### src/pkg/tdc_pkg.sv
// shared constants, types and helpers for the trim dac connect and track controller
package tdc_pkg;

   // ----------------------------------------------------------------
   // register indices on the register port
   // ----------------------------------------------------------------
   localparam logic [2:0] IDX_CTRL_CH0 = 3'h0;
   localparam logic [2:0] IDX_CTRL_CH1 = 3'h1;
   localparam logic [2:0] IDX_TGT_CH0 = 3'h2;
   localparam logic [2:0] IDX_TGT_CH1 = 3'h3;
   localparam logic [2:0] IDX_DLY_CH0 = 3'h4;
   localparam logic [2:0] IDX_DLY_CH1 = 3'h5;

   // ----------------------------------------------------------------
   // field positions and reset values
   // ----------------------------------------------------------------
   localparam int BIT_EN = 8;
   localparam int BIT_CON = 9;
   localparam int BIT_POL = 10;
   localparam int BIT_REP = 11;
   localparam int BIT_TRK_EN = 8;
   localparam int DLY_W = 10;
   localparam logic [7:0] CODE_RESET = 8'h00;
   localparam logic [7:0] CODE_MID = 8'h80;
   localparam logic [7:0] CODE_MIN = 8'h00;
   localparam logic [7:0] CODE_MAX = 8'hff;
   localparam logic [9:0] DLY_RESET = 10'h000;

   // ----------------------------------------------------------------
   // timing
   // ----------------------------------------------------------------
   localparam int CLK_PERIOD_NS = 5;
   localparam int STEP_PERIOD_NS = 1000;
   localparam int STEP_CYC = (STEP_PERIOD_NS + CLK_PERIOD_NS - 1) / CLK_PERIOD_NS;

   typedef enum logic [1:0] {SC_IDLE, SC_WAIT, SC_SEARCH} tdc_sc_t;

   // one code step with clamping at both ends, never wraps
   function automatic logic [7:0] tdc_step(input logic [7:0] code, input logic up);
      if (up) begin
         return (code == CODE_MAX) ? CODE_MAX : code + 8'h01;
      end else begin
         return (code == CODE_MIN) ? CODE_MIN : code - 8'h01;
      end
   endfunction

endpackage

### src/design/tdc_ramp.sv
// per-channel tracking ramp: start delay then one code step per tick
`timescale 1ns/10ps
module tdc_ramp import tdc_pkg::*; #(
   parameter int DW = DLY_W
) (
   // clock and reset
   input wire logic clock,
   input wire logic rst_n,
   // control
   input wire logic tick,
   input wire logic start,
   input wire logic allow,
   input wire logic [DW-1:0] delay,
   input wire logic [7:0] target,
   input wire logic [7:0] code,
   // step requests
   output logic step_up,
   output logic step_down,
   output logic busy
);

   logic [DW-1:0] dly_cnt;
   logic [DW-1:0] next_dly_cnt;
   logic next_busy;

   always_comb begin
      next_busy = busy;
      next_dly_cnt = dly_cnt;
      if (start && allow) begin
         next_busy = 1'b1;
         next_dly_cnt = delay;
      end else if (!allow) begin
         next_busy = 1'b0;
      end else if (busy && tick) begin
         if (dly_cnt != '0) begin
            next_dly_cnt = dly_cnt - 1'b1;
         end else if (code == target) begin
            next_busy = 1'b0;
         end
      end
   end

   always_ff @(posedge clock) begin
      if (!rst_n) begin
         busy <= 1'b0;
         dly_cnt <= '0;
      end else begin
         busy <= next_busy;
         dly_cnt <= next_dly_cnt;
      end
   end

   // steps only after the delay has run out, one per tick
   assign step_up = busy && allow && tick && (dly_cnt == '0) && (code < target);
   assign step_down = busy && allow && tick && (dly_cnt == '0) && (code > target);

endmodule // tdc_ramp

### src/design/tdc_ctrl.sv
// two-channel trim dac connect, servo and tracking control
//
// What this block does
// - Control register low byte holds the trim code driving each dac current.
// - Enable bit zero leaves output pin undriven; one connects soft or hard.
// - Enable with connected bit low runs a search until comparator matches.
// - Enable with connected bit high attaches the buffer at once.
// - Connected bit reads zero after reset, while disabled or still searching.
// - Connected bit reads one once the buffer is attached.
// - Repeat off: servo stops at the first step that finds the result at target.
// - Repeat on: servo keeps regulating toward target without stopping.
// - Tracking steps the code by one per step until it equals target.
// - Tracking enable bit allows tracking when one, inhibits when zero.
// - A ten-bit delay per channel offsets the start of tracking.
// - Soft connect ignores written code and starts the search at midscale.
// - Search reaching either end without trip fails, flags fault, stays detached.
// - Writing connected bit zero never detaches; only clearing enable does.
`timescale 1ns/10ps
module tdc_ctrl import tdc_pkg::*; #(
   parameter int STEP_CYCLES = STEP_CYC
) (
   // clock and reset
   input wire logic clock,
   input wire logic rst_n,
   // register port
   input wire logic reg_wr,
   input wire logic reg_rd,
   input wire logic [2:0] reg_addr,
   input wire logic [15:0] reg_wdata,
   output logic [15:0] reg_rdata,
   output logic reg_rvalid,
   // analog side status
   input wire logic [1:0] comp_level,
   input wire logic [1:0] servo_en,
   input wire logic [1:0] servo_raise,
   input wire logic [1:0] servo_at_target,
   input wire logic track_start,
   // dac and buffer controls
   output logic [7:0] trim_code_ch0,
   output logic [7:0] trim_code_ch1,
   output logic [1:0] buffer_attach,
   output logic [1:0] dac_fault
);

   // ----------------------------------------------------------------
   // state
   // ----------------------------------------------------------------
   logic [7:0] code [2];
   logic [7:0] next_code [2];
   logic [7:0] tgt [2];
   logic [7:0] next_tgt [2];
   logic [DLY_W-1:0] dly [2];
   logic [DLY_W-1:0] next_dly [2];
   tdc_sc_t sc [2];
   tdc_sc_t next_sc [2];
   logic [1:0] en, con, pol, rep, fault, ref_lvl, hold, trk_en;
   logic [1:0] next_en, next_con, next_pol, next_rep, next_fault;
   logic [1:0] next_ref_lvl, next_hold, next_trk_en;
   logic [15:0] tick_cnt;
   logic [15:0] next_tick_cnt;
   logic tick;
   logic [15:0] next_rdata;
   logic [1:0] step_up, step_dn;

   // ----------------------------------------------------------------
   // step pacing: searches, servo and ramps all move at one step rate
   // ----------------------------------------------------------------
   assign tick = (tick_cnt == 16'(STEP_CYCLES - 1));
   assign next_tick_cnt = tick ? 16'h0000 : tick_cnt + 16'h0001;

   // ----------------------------------------------------------------
   // tracking ramps
   // ----------------------------------------------------------------
   for (genvar g = 0; g < 2; g++) begin : g_ramp
      tdc_ramp #(.DW(DLY_W)) u_ramp (
         .clock(clock),
         .rst_n(rst_n),
         .tick(tick),
         .start(track_start),
         .allow(trk_en[g]),
         .delay(dly[g]),
         .target(tgt[g]),
         .code(code[g]),
         .step_up(step_up[g]),
         .step_down(step_dn[g]),
         .busy()
      );
   end

   // ----------------------------------------------------------------
   // channel next state
   // ----------------------------------------------------------------
   always_comb begin
      next_code = code;
      next_tgt = tgt;
      next_dly = dly;
      next_sc = sc;
      next_en = en;
      next_con = con;
      next_pol = pol;
      next_rep = rep;
      next_fault = fault;
      next_ref_lvl = ref_lvl;
      next_hold = hold;
      next_trk_en = trk_en;
      for (int ch = 0; ch < 2; ch++) begin
         // connect search, channel 0 wins the shared search engine
         if (sc[ch] == SC_WAIT) begin
            if ((ch == 0) ? (sc[1] != SC_SEARCH) : (sc[0] == SC_IDLE)) begin
               next_sc[ch] = SC_SEARCH;
               next_ref_lvl[ch] = comp_level[ch];
            end
         end else if (sc[ch] == SC_SEARCH && tick) begin
            if (comp_level[ch] != ref_lvl[ch]) begin
               next_con[ch] = 1'b1;
               next_sc[ch] = SC_IDLE;
            end else if (code[ch] == CODE_MIN || code[ch] == CODE_MAX) begin
               next_fault[ch] = 1'b1;
               next_sc[ch] = SC_IDLE;
            end else begin
               next_code[ch] = tdc_step(code[ch], !ref_lvl[ch]);
            end
         end
         // servo takes precedence over tracking once attached
         if (!servo_en[ch] || rep[ch]) begin
            next_hold[ch] = 1'b0;
         end
         if (con[ch] && servo_en[ch] && tick) begin
            if (servo_at_target[ch]) begin
               next_hold[ch] = !rep[ch];
            end else if (!hold[ch]) begin
               next_code[ch] = tdc_step(code[ch], servo_raise[ch] ~^ pol[ch]);
            end
         end else if (con[ch] && (step_up[ch] || step_dn[ch])) begin
            next_code[ch] = tdc_step(code[ch], step_up[ch]);
         end
      end
      // register writes override the engines in the same cycle
      if (reg_wr) begin
         for (int ch = 0; ch < 2; ch++) begin
            if (reg_addr == (ch == 0 ? IDX_CTRL_CH0 : IDX_CTRL_CH1)) begin
               if (!reg_wdata[BIT_EN]) begin
                  next_en[ch] = 1'b0;
                  next_con[ch] = 1'b0;
                  next_sc[ch] = SC_IDLE;
                  next_fault[ch] = 1'b0;
                  next_rep[ch] = reg_wdata[BIT_REP];
                  next_code[ch] = reg_wdata[7:0];
                  next_pol[ch] = reg_wdata[BIT_POL];
               end else if (sc[ch] != SC_IDLE || fault[ch]) begin
                  next_en[ch] = en[ch];
               end else if (!en[ch] && reg_wdata[BIT_CON]) begin
                  next_en[ch] = 1'b1;
                  next_con[ch] = 1'b1;
                  next_code[ch] = reg_wdata[7:0];
                  next_pol[ch] = reg_wdata[BIT_POL];
                  next_rep[ch] = reg_wdata[BIT_REP];
               end else if (!en[ch]) begin
                  next_en[ch] = 1'b1;
                  next_con[ch] = 1'b0;
                  next_code[ch] = CODE_MID;
                  next_sc[ch] = SC_WAIT;
                  next_pol[ch] = reg_wdata[BIT_POL];
                  next_rep[ch] = reg_wdata[BIT_REP];
               end else begin
                  // already attached: connected bit stays set whatever is written
                  next_rep[ch] = reg_wdata[BIT_REP];
                  if (!servo_en[ch]) begin
                     next_code[ch] = reg_wdata[7:0];
                     next_pol[ch] = reg_wdata[BIT_POL];
                  end
               end
            end else if (reg_addr == (ch == 0 ? IDX_TGT_CH0 : IDX_TGT_CH1)) begin
               next_tgt[ch] = reg_wdata[7:0];
               next_trk_en[ch] = reg_wdata[BIT_TRK_EN];
            end else if (reg_addr == (ch == 0 ? IDX_DLY_CH0 : IDX_DLY_CH1)) begin
               next_dly[ch] = reg_wdata[DLY_W-1:0];
            end
         end
      end
   end

   // ----------------------------------------------------------------
   // read mux, unmapped indices and reserved bits read zero
   // ----------------------------------------------------------------
   always_comb begin
      next_rdata = 16'h0000;
      if (reg_addr == IDX_CTRL_CH0) begin
         next_rdata = {4'h0, rep[0], pol[0], con[0], en[0], code[0]};
      end else if (reg_addr == IDX_CTRL_CH1) begin
         next_rdata = {4'h0, rep[1], pol[1], con[1], en[1], code[1]};
      end else if (reg_addr == IDX_TGT_CH0) begin
         next_rdata = {7'h00, trk_en[0], tgt[0]};
      end else if (reg_addr == IDX_TGT_CH1) begin
         next_rdata = {7'h00, trk_en[1], tgt[1]};
      end else if (reg_addr == IDX_DLY_CH0) begin
         next_rdata = {6'h00, dly[0]};
      end else if (reg_addr == IDX_DLY_CH1) begin
         next_rdata = {6'h00, dly[1]};
      end
   end

   // ----------------------------------------------------------------
   // registers
   // ----------------------------------------------------------------
   always_ff @(posedge clock) begin
      if (!rst_n) begin
         for (int ch = 0; ch < 2; ch++) begin
            code[ch] <= CODE_RESET;
            tgt[ch] <= CODE_RESET;
            dly[ch] <= DLY_RESET;
            sc[ch] <= SC_IDLE;
         end
         en <= 2'h0;
         con <= 2'h0;
         pol <= 2'h0;
         rep <= 2'h0;
         fault <= 2'h0;
         ref_lvl <= 2'h0;
         hold <= 2'h0;
         trk_en <= 2'h0;
         tick_cnt <= 16'h0000;
         reg_rdata <= 16'h0000;
         reg_rvalid <= 1'b0;
      end else begin
         code <= next_code;
         tgt <= next_tgt;
         dly <= next_dly;
         sc <= next_sc;
         en <= next_en;
         con <= next_con;
         pol <= next_pol;
         rep <= next_rep;
         fault <= next_fault;
         ref_lvl <= next_ref_lvl;
         hold <= next_hold;
         trk_en <= next_trk_en;
         tick_cnt <= next_tick_cnt;
         reg_rdata <= reg_rd ? next_rdata : reg_rdata;
         reg_rvalid <= reg_rd;
      end
   end

   // pin drive follows the connected flag, so the pin floats until attached
   assign trim_code_ch0 = code[0];
   assign trim_code_ch1 = code[1];
   assign buffer_attach = con;
   assign dac_fault = fault;

   // ----------------------------------------------------------------
   // checks
   // ----------------------------------------------------------------
   property p_soft_mid;
      @(posedge clock) disable iff (!rst_n)
      (reg_wr && reg_addr == IDX_CTRL_CH0 && reg_wdata[BIT_EN] && !reg_wdata[BIT_CON]
         && !en[0] && sc[0] == SC_IDLE && !fault[0])
      |=> (code[0] == CODE_MID) && !con[0] && (sc[0] == SC_WAIT);
   endproperty
   a_soft_mid: assert property (p_soft_mid) else $error("soft connect not at midscale");

   property p_hard;
      @(posedge clock) disable iff (!rst_n)
      (reg_wr && reg_addr == IDX_CTRL_CH1 && reg_wdata[BIT_EN] && reg_wdata[BIT_CON]
         && !en[1] && sc[1] == SC_IDLE && !fault[1])
      |=> con[1] && buffer_attach[1] && (code[1] == $past(reg_wdata[7:0]));
   endproperty
   a_hard: assert property (p_hard) else $error("hard connect did not attach");

   property p_disable;
      @(posedge clock) disable iff (!rst_n)
      (reg_wr && reg_addr == IDX_CTRL_CH1 && !reg_wdata[BIT_EN]) |=> !con[1] && !en[1];
   endproperty
   a_disable: assert property (p_disable) else $error("disable left channel attached");

   property p_keep_attached;
      @(posedge clock) disable iff (!rst_n)
      (con[1] && reg_wr && reg_addr == IDX_CTRL_CH1 && reg_wdata[BIT_EN]
         && !reg_wdata[BIT_CON]) |=> con[1];
   endproperty
   a_keep_attached: assert property (p_keep_attached) else $error("attach lost");

   property p_con_needs_en;
      @(posedge clock) disable iff (!rst_n)
      con[1] |-> en[1] && (sc[1] == SC_IDLE);
   endproperty
   a_con_needs_en: assert property (p_con_needs_en) else $error("attached while off");

   property p_fail;
      @(posedge clock) disable iff (!rst_n)
      (sc[1] == SC_SEARCH && tick && comp_level[1] == ref_lvl[1]
         && (code[1] == CODE_MIN || code[1] == CODE_MAX) && !reg_wr)
      |=> fault[1] && !con[1] && (sc[1] == SC_IDLE);
   endproperty
   a_fail: assert property (p_fail) else $error("failed search not flagged");

   property p_one_step;
      @(posedge clock) disable iff (!rst_n)
      (!reg_wr && sc[1] != SC_WAIT) |=> (code[1] == $past(code[1]))
         || (code[1] == $past(code[1]) + 8'h01) || (code[1] == $past(code[1]) - 8'h01);
   endproperty
   a_one_step: assert property (p_one_step) else $error("code moved more than one");

   property p_hold;
      @(posedge clock) disable iff (!rst_n)
      (hold[0] && servo_en[0] && !rep[0] && !reg_wr)[*2] |-> $stable(code[0]);
   endproperty
   a_hold: assert property (p_hold) else $error("servo moved after settling");

   property p_reserved;
      @(posedge clock) disable iff (!rst_n)
      (reg_rd && reg_addr == IDX_DLY_CH0) |=> reg_rvalid && (reg_rdata[15:10] == 6'h00);
   endproperty
   a_reserved: assert property (p_reserved) else $error("reserved bits nonzero");

endmodule // tdc_ctrl

### config.mk
export PLATFORM = sky130hd
export DESIGN_NAME = tdc_ctrl
export DESIGN_NICKNAME = d
export VERILOG_FILES = /design/src/pkg/tdc_pkg.sv /design/src/design/tdc_ramp.sv /design/src/design/tdc_ctrl.sv
export SDC_FILE = /design/constraint.sdc
export NUM_CORES = 1
export LEC_CHECK = 0
export BUFFER_PORTS_ARGS = -buffer_cell sky130_fd_sc_hd__buf_2
export CORE_MARGIN = 1.5
export CORE_UTILIZATION = 45
export CTS_BUF_LIST = sky130_fd_sc_hd__clkbuf_2 sky130_fd_sc_hd__clkbuf_4 sky130_fd_sc_hd__clkbuf_8
export DETAILED_ROUTE_END_ITERATION = 10
export HOLD_SLACK_MARGIN = 0.12
export SLEW_MARGIN = 10
export SYNTH_ARGS = -nofsm -noshare
export SYNTH_HDL_FRONTEND = slang
export SYNTH_SLANG_ARGS = --single-unit
### constraint.sdc
create_clock -name clock -period 3.1 [get_ports clock]
set_clock_uncertainty 0.05 [all_clocks]
set_input_delay 0.31 -clock clock [delete_from_list [all_inputs] [get_ports clock]]
set_output_delay 0.31 -clock clock [all_outputs]
set_load 0.01 [all_outputs]
**After elaboration in Yosys (flattened, before gate mapping)**

Cells that the tools add are included.

- Output and inout port bits: 37
- Word-level logic and storage cells: 280
- Input port bits: 32
- Register bits: 127

- Mux-type cells: 138
- Eq/ne operators: 27
- Magnitude comparators: 4
- Add/sub/neg operators: 7
- Reductions and logical operators: 69
- Bitwise gates (word level): 7

Operators with widths:

| operator | count |
|---|---|
| 8-bit 2-to-1 mux | 38 |
| 10-bit 2-to-1 mux | 12 |
| 1-bit 2-to-1 mux | 62 |
| 2-bit 2-to-1 mux | 22 |
| 1-bit logical AND | 24 |
| 12-bit 2-to-1 mux | 2 |
| 3-bit AND reduction | 8 |
| 10-bit logical NOT | 2 |
| 10-bit nonzero test | 2 |
| 10-bit by 1-bit subtractor with 10-bit output (second input constant) | 2 |
| 16-bit by 1-bit adder with 16-bit output (second input constant) | 1 |
| 8-bit by 1-bit adder with 8-bit output (second input constant) | 2 |
| 16-bit by 8-bit == test with 1-bit output (second input constant) | 1 |
| 8-bit == test | 2 |
| 8-bit == test (second input constant) | 2 |
| 8-bit greater-than comparator | 2 |
| 8-bit logical NOT | 2 |
| 8-bit < comparator | 2 |
| 16-bit 2-to-1 mux | 1 |
| 4-bit AND reduction | 4 |
| 2-bit nonzero test | 8 |
| 8-bit by 1-bit subtractor with 8-bit output (second input constant) | 2 |
| 3-bit by 1-bit inequality test with 1-bit output (second input constant) | 4 |
| 1-bit logical OR | 8 |
| 17 further kinds | 37 |

**Depth between registers and ports, before layout**

- Word-level depth: 17
- Depth in mapped cells: 11
- Depth with buffers taken out: 9

**By module**

A second synthesis with hierarchy kept.

- Cell total of the unflattened synthesis: 1146
- Area, all modules: 8539.4 µm²

Modules (own cells, without submodules):

| module | area an instance (µm²) | cells an instance | sequential area each (µm²) | instances |
|---|---|---|---|---|
| tdc_ctrl | 6762.7 | 916 | 2021.9 | 1 |
| tdc_ramp | 888.4 | 115 | 220.2 | 2 |

**Worst setup path before layout**

OpenSTA, ideal clock, no wires.

- Path kind: flip-flop to flip-flop
- Start point: register code, in the netlist trim_code_ch1[0]
- End point: register code, in the netlist trim_code_ch1[4]
- Stages on the path, launching flop included: 12
- Library setup time: 0.122 ns
- Clock period less this slack: 2.690 ns
- Required time: 2.928 ns
- Path buffers: 2
- Path slack: 0.410 ns
- Arrival: 2.519 ns
- Cell sequence: dfxtp_1 clkbuf_1 inv_1 ha_1 or3b_2 or2_2 clkbuf_1 nand2_1 nor3_1 a211oi_1 mux2i_1 o311a_1

- Cells in the longest elaborated chain, start to end: 17
- Elaborated cells between the ends (all ways): 31
- Those cells by class: add/sub: 2; order compare: 2; eq/ne: 1; mux: 20; reduce/logical: 6

Ends and longest elaborated chain:

| item | RTL line | text |
|---|---|---|
| start, declared | tdc_ctrl.sv:48 | `logic [7:0] code [2];` |
| start signal, assigned | tdc_ctrl.sv:226 | `code <= next_code;` |
| 8-bit by 1-bit adder with 8-bit output (tied with other cells) | tdc_pkg.sv:41 | `return (code == CODE_MAX) ? CODE_MAX : code + 8'h01;` |
| 8-bit 2-to-1 mux (on tied branches) | tdc_pkg.sv:41, tdc_pkg.sv:43 |  |
| 8-bit 2-to-1 mux | tdc_pkg.sv:40 | `if (up) begin` |
| 8-bit 2-to-1 mux | tdc_ctrl.sv:117 | `end else if (code[ch] == CODE_MIN \|\| code[ch] == CODE_MAX) begin` |
| 8-bit 2-to-1 mux | tdc_ctrl.sv:114 | `if (comp_level[ch] != ref_lvl[ch]) begin` |
| 8-bit 2-to-1 mux | tdc_ctrl.sv:113 | `end else if (sc[ch] == SC_SEARCH && tick) begin` |
| 8-bit 2-to-1 mux | tdc_ctrl.sv:108 | `if (sc[ch] == SC_WAIT) begin` |
| 8-bit 2-to-1 mux | tdc_ctrl.sv:131 | `end else if (!hold[ch]) begin` |
| 8-bit 2-to-1 mux | tdc_ctrl.sv:129 | `if (servo_at_target[ch]) begin` |
| 8-bit 2-to-1 mux * | tdc_ctrl.sv:128 | `if (con[ch] && servo_en[ch] && tick) begin` |
| 8-bit 2-to-1 mux | tdc_ctrl.sv:168 | `if (!servo_en[ch]) begin` |
| 8-bit 2-to-1 mux | tdc_ctrl.sv:158 | `end else if (!en[ch]) begin` |
| 8-bit 2-to-1 mux | tdc_ctrl.sv:152 | `end else if (!en[ch] && reg_wdata[BIT_CON]) begin` |
| 8-bit 2-to-1 mux | tdc_ctrl.sv:150 | `end else if (sc[ch] != SC_IDLE \|\| fault[ch]) begin` |
| 8-bit 2-to-1 mux | tdc_ctrl.sv:142 | `if (!reg_wdata[BIT_EN]) begin` |
| 8-bit 2-to-1 mux | tdc_ctrl.sv:141 | `if (reg_addr == (ch == 0 ? IDX_CTRL_CH0 : IDX_CTRL_CH1)) begin` |
| 16-bit 2-to-1 mux * | tdc_ctrl.sv:139 | `if (reg_wr) begin` |

Every way passes the cells marked *; elsewhere a longest branch is shown, timed or not.
A chain may end at the register's enable or synchronous reset.

**Final worst setup path**

- Start point: register tick_cnt[3]
- End point: register code, in the netlist trim_code_ch1[2]

- Cells in the longest elaborated chain, start to end: 15
- Elaborated cells between the ends (all ways): 23
- Those cells by class: eq/ne: 1; mux: 14; reduce/logical: 8

Ends and longest elaborated chain:

| item | RTL line | text |
|---|---|---|
| start, declared | tdc_ctrl.sv:59 | `logic [15:0] tick_cnt;` |
| start signal, assigned | tdc_ctrl.sv:238 | `tick_cnt <= next_tick_cnt;` |
| 16-bit by 8-bit == test with 1-bit output * | tdc_ctrl.sv:68 | `assign tick = (tick_cnt == 16'(STEP_CYCLES - 1));` |
| branches (longest 6 deep; another with 8-bit 2-to-1 mux) | - |  |
| 8-bit 2-to-1 mux * | tdc_ctrl.sv:128 |  |
| 8-bit 2-to-1 mux | tdc_ctrl.sv:168 |  |
| 8-bit 2-to-1 mux | tdc_ctrl.sv:158 |  |
| 8-bit 2-to-1 mux | tdc_ctrl.sv:152 |  |
| 8-bit 2-to-1 mux | tdc_ctrl.sv:150 |  |
| 8-bit 2-to-1 mux | tdc_ctrl.sv:142 |  |
| 8-bit 2-to-1 mux | tdc_ctrl.sv:141 |  |
| 16-bit 2-to-1 mux * | tdc_ctrl.sv:139 |  |

Every way passes the cells marked *.

==> impl.org <==
** Run status
- Outcome :: finished clean

** Power
- The worst-case IR drop observed on VDD is 0.2622 mV.
- Leakage power of the design :: ~3.8 nW
- Power density cells :: about 380 nW/um^2
- Total power :: 0.003793 W

** Worst setup path
- The most critical setup path has its endpoint at trim_code_ch1[2].
- The number of cells on the worst reg-to-reg path is 7.
- The setup check on the worst reg-to-reg path leaves a slack of 0.24 ns.
- By instance count, the cell type seen most on the critical path is sky130_fd_sc_hd__or4_4.
- STA puts the critical path data arrival time at ~3.2 ns.
- The worst setup path is captured at a flip-flop.
- The cell family contributing the most delay on the critical path is simple AND/OR/NAND/NOR gates.
- In this run the worst setup path begins at tick_cnt[3].
- Among all stages on the critical path, the largest delay is contributed by sky130_fd_sc_hd__or4_4.
- Critical Path Max Stage Delay :: ~0.6 ns
- In this run the worst path has a maximum fanout of 6.
- The critical path crosses 7 cells after its start point.
- Crit path kind :: flip-flop to flip-flop
- Cell-by-cell trace of the critical path :: or4_4 > nor4_4 > nand2_1 > or4_4 > o211ai_1 > o32ai_1 > a2111oi_1
- Launching element type of the critical path :: flip-flop
- Sum of buffers and inverters on the critical path :: 0
- Critical path required time :: between 3 and 4 ns
- In this run the critical register-to-register path is captured at trim_code_ch1[2].
- The startpoint identified for the worst register-to-register timing path is tick_cnt[3].

** Routing
- In the final routed layout, each cell accounts on average for 19.13 um.
- Starting DRC count in detailed routing :: between 800 and 900
- For this block, the via count after detailed routing is between 9000 and 10000.
- Final antenna-violating net count :: 0
- Summed over all layers, the routed wires come to about 29000 um.
- In the routed layout, each cell is associated on average with a via count of a little under 6.
- Number of design rule violations left after detail routing :: 0
- DR pass1 iterations :: 5

** Timing
- Final total negative setup slack :: 0 ns
- Unrepaired setup endpoints after global routing :: no
- Final hold viol count :: 0
- Worst Max-Slew Pin Slew :: roughly 0.72 ns
- Clock period minus final worst setup slack :: roughly 2.9 ns
- Based on the critical path, the design can be clocked at up to approximately 350 MHz.
- Remaining max-slew budget at the tightest pin :: 0.5163
- Setup violations remaining at the end of the flow were counted as 0.
- Number of pins exceeding their max-slew limit in the final report :: 0
- Post-route fraction of the period consumed by the critical path :: 0.9216

** Min path
- The worst hold path passes through 3 cells.
- The worst hold path belongs to the class input pin to flip-flop.

** Logic synthesis
- The Yosys step of the flow raised 0 warnings.
- For this run, asynchronously set or reset flops after synthesis account for 0.
- After technology mapping, the gate count stands at 1202.
- Number of flops mapped to enable cells by yosys :: 0
- Counting flops and latches in the post-synthesis netlist gives roughly 120.
- The cell area that synthesis handed to floorplanning was 8742 sq um.
- Top_reg_cell synth :: sky130_fd_sc_hd__dfxtp_1
- The average instance in the mapped netlist occupies ~7.3 sq um.
- Yosys mapped the design onto 82 distinct sky130hd cell types.
- Post-synthesis sequential area ratio :: 0.2817

** GRT
- The number of global-route vias before repair was 8098.
- The initial antenna violation count was 0.
- Overflow after GRT :: 0
- The first global-routing pass estimated around 46000 um of wire.
- Largest net degree at the start of global routing :: 64
- In the global route stage, overall resource usage came out at 0.2950.

** CTS
- The cell sitting at the root of the clock tree is a sky130_fd_sc_hd__clkbuf_8.
- Clock sink count :: roughly 120
- TritonCTS built the clock tree.
- Buffers inserted during clock tree synthesis total 17.
- In this run the number of H-tree levels came out at 4.
- Maximum count of clock buffers along a single path :: 2
- For the worst-skew pair, the clock arrives at the later sink with an insertion delay of around 0.46 ns.
- After clock tree synthesis, the setup repair step added 0 buffers.
- Clock slew at the register clock pins of the worst setup and hold paths :: roughly 0.080 ns

** Die
- 69 I/O pins were placed.
- Overall die height :: 142.4 um
- Number of core rows :: 50
- The initial utilization of the core area, before any placement, comes to 0.4627.
- Overall die area :: roughly 20000 sq um
- Horizontal die dimension :: about 140 um
- After floorplanning, the core was sized to cover ~19000 sq um.

** Cells and area
- Fraction of layout instances using a drive strength above 1 :: 0.1600
- Area occupied by multi-input gates :: slightly below 6000 sq um
- Summing all flip-flop and latch instances after layout gives around 2500 sq um.
- Post-Route Utilization :: 0.5236
- Final nets :: ~1300
- Relative area change from synthesis to final layout :: 13.17%
- Fill cell total of the finished layout :: 1958
- Once layout is done, the placed cells without fillers occupy between 9000 and 10000 sq um.

** Placement
- Total cell area at the placement stage :: roughly 9400 sq um
- The congestion estimate from routability-driven global placement came to around 0.97.
- Detailed placer's ending HPWL :: between 20000 and 25000 um
- Port Buf Inserts :: 60

** Run
- Max-cap violations in this run came to 0.
-- stage by stage --
stage / cells / setup slack, ns / hold slack (ns)
after floorplan: 1205 / 0.4098 / 0.3675
after global placement: 1498 / 0.3265 / 0.3841
after detailed placement: 1498 / 0.3235 / 0.3958
after CTS: 1535 / 0.2953 / 0.1348
after global routing: 1535 / 0.01655 / 0.1551
final: 1536 / 0.2430 / 0.1539
-- metal layers --
layer	GRT usage	wire length, um	vias to the layer above
met3	0.04744	2324	57
li1	-	-	4444
met4	0.1020	871	0
met2	0.4567	12840	434
met5	0	0	-
met1	0.4154	13340	4229
-- worst register-to-register path, cell delays in order (launching register included) --
cell and delay, ns:
sky130_fd_sc_hd__dfxtp_1 0.37, sky130_fd_sc_hd__or4_4 0.60, sky130_fd_sc_hd__nor4_4 0.50, sky130_fd_sc_hd__nand2_1 0.16, sky130_fd_sc_hd__or4_4 0.55, sky130_fd_sc_hd__o211ai_1 0.11, sky130_fd_sc_hd__o32ai_1 0.11, sky130_fd_sc_hd__a2111oi_1 0.30
-- worst min path at each step --
stage                       end   startpoint  slack, ns
floorplan           tick_cnt[0]  tick_cnt[0]       0.37
global placement    tick_cnt[0]  tick_cnt[0]       0.38
detailed placement  tick_cnt[0]  tick_cnt[0]       0.40
CTS                     hold[1]  servo_en[1]       0.13
global route            hold[0]  servo_en[0]       0.16
finish                  hold[0]  servo_en[0]       0.15
-- sequential cells by signal (all words and copies together) (netlist names), 4 cells and up --
signal / flops
tgt: 16
sc: 4
reg_rdata: 12
tick_cnt: 16
dly: 20
g_ramp.u_ramp.dly_cnt: 20
trim_code_ch0: 8
trim_code_ch1: 8
-- cell type report --
class | instances | area share
Antenna cell | 1 | 0.0002529
Multi-Input combinational cell | 968 | 0.5854
Clock inverter | 14 | 0.01594
Sequential cell | 123 | 0.2489
Inverter | 36 | 0.01366
Tap cell | 260 | 0.03288
Timing Repair Buffer | 116 | 0.07791
Clock buffer | 18 | 0.02504
-- synthesized netlist by cell type, drive strengths merged, types with 10 or more instances --
cell type,instances,share of area
nand2,206,0.090
nor2,128,0.055
dfxtp,123,0.28
a21oi,121,0.069
clkbuf,68,0.032
o21ai,62,0.036
nor3,44,0.027
inv,36,0.015
nand3,36,0.021
mux2i,26,0.030
ha,25,0.036
a211oi,22,0.019
a31oi,19,0.014
nor4,19,0.019
nand4,18,0.013
or3,18,0.013
xor2,17,0.017
a22oi,14,0.012
mux2,14,0.018
and3,12,0.0087
a21o,11,0.0096
nand2b,11,0.0082
xnor2,11,0.011
buf,10,0.0094
mux4,10,0.026
nor2b,10,0.0072
or2,10,0.0072
-- cells in the final DEF (no fill, tap or decap), types with 7 or more instances in the layout --
master                       n
sky130_fd_sc_hd__or2_2      10
sky130_fd_sc_hd__a22oi_1    14
sky130_fd_sc_hd__xor2_1     17
sky130_fd_sc_hd__mux4_2     10
sky130_fd_sc_hd__a21o_1     10
sky130_fd_sc_hd__mux2_2     14
sky130_fd_sc_hd__a31oi_1    19
sky130_fd_sc_hd__clkbuf_8   18
sky130_fd_sc_hd__o21a_1      9
sky130_fd_sc_hd__xnor2_1    11
sky130_fd_sc_hd__nand2_1   204
sky130_fd_sc_hd__nor2_1    128
sky130_fd_sc_hd__nor4_1     16
sky130_fd_sc_hd__nor3_1     42
sky130_fd_sc_hd__dfxtp_1   123
sky130_fd_sc_hd__nand3_1    36
sky130_fd_sc_hd__nor3b_1     7
sky130_fd_sc_hd__and3_1     11
sky130_fd_sc_hd__buf_4      48
sky130_fd_sc_hd__ha_1       25
sky130_fd_sc_hd__a21oi_1   121
sky130_fd_sc_hd__a211oi_1   22
sky130_fd_sc_hd__mux2i_1    26
sky130_fd_sc_hd__o21ai_0    60
sky130_fd_sc_hd__nor2b_1    10
sky130_fd_sc_hd__inv_1      35
sky130_fd_sc_hd__o22ai_1     8
sky130_fd_sc_hd__nand2b_1   10
sky130_fd_sc_hd__buf_2      60
sky130_fd_sc_hd__or3_1      16
sky130_fd_sc_hd__nand4_1    18
-- timing repair --
action	in CTS	in global routing
hold endpoints to repair	8	0
gates resized for setup	0	0
hold buffers	5	0
endpoints found under the setup margin	0	1
-- logic make-up (layout without fill, tap and decap cells) --
logic type                 count (synthesis)  after routing  share of synthesized area
and+or+nand+nor                          547            547                     0.3014
AOI/OAI and AO/OA                        314            314                     0.2220
DFF                                      123            123                     0.2817
buffers and inverters                    114            184                    0.05711
muxes                                     50             50                    0.07357
xor gates and xnor gates                  28             28                    0.02805
adders and majority gates                 25             25                    0.03578
other                                      1              5                  0.0004290
-- where the power goes --
part | leakage [nW] | internal [W] | switching [W]
registers | 0.996 | 0.00161 | 0.0000403
logic | 2.61 | 0.000236 | 0.000418
clock network | 0.209 | 0.000752 | 0.000735
total | 3.81 | 0.00260 | 0.00119
No activity file was read; power rests on OpenSTA's default activity.
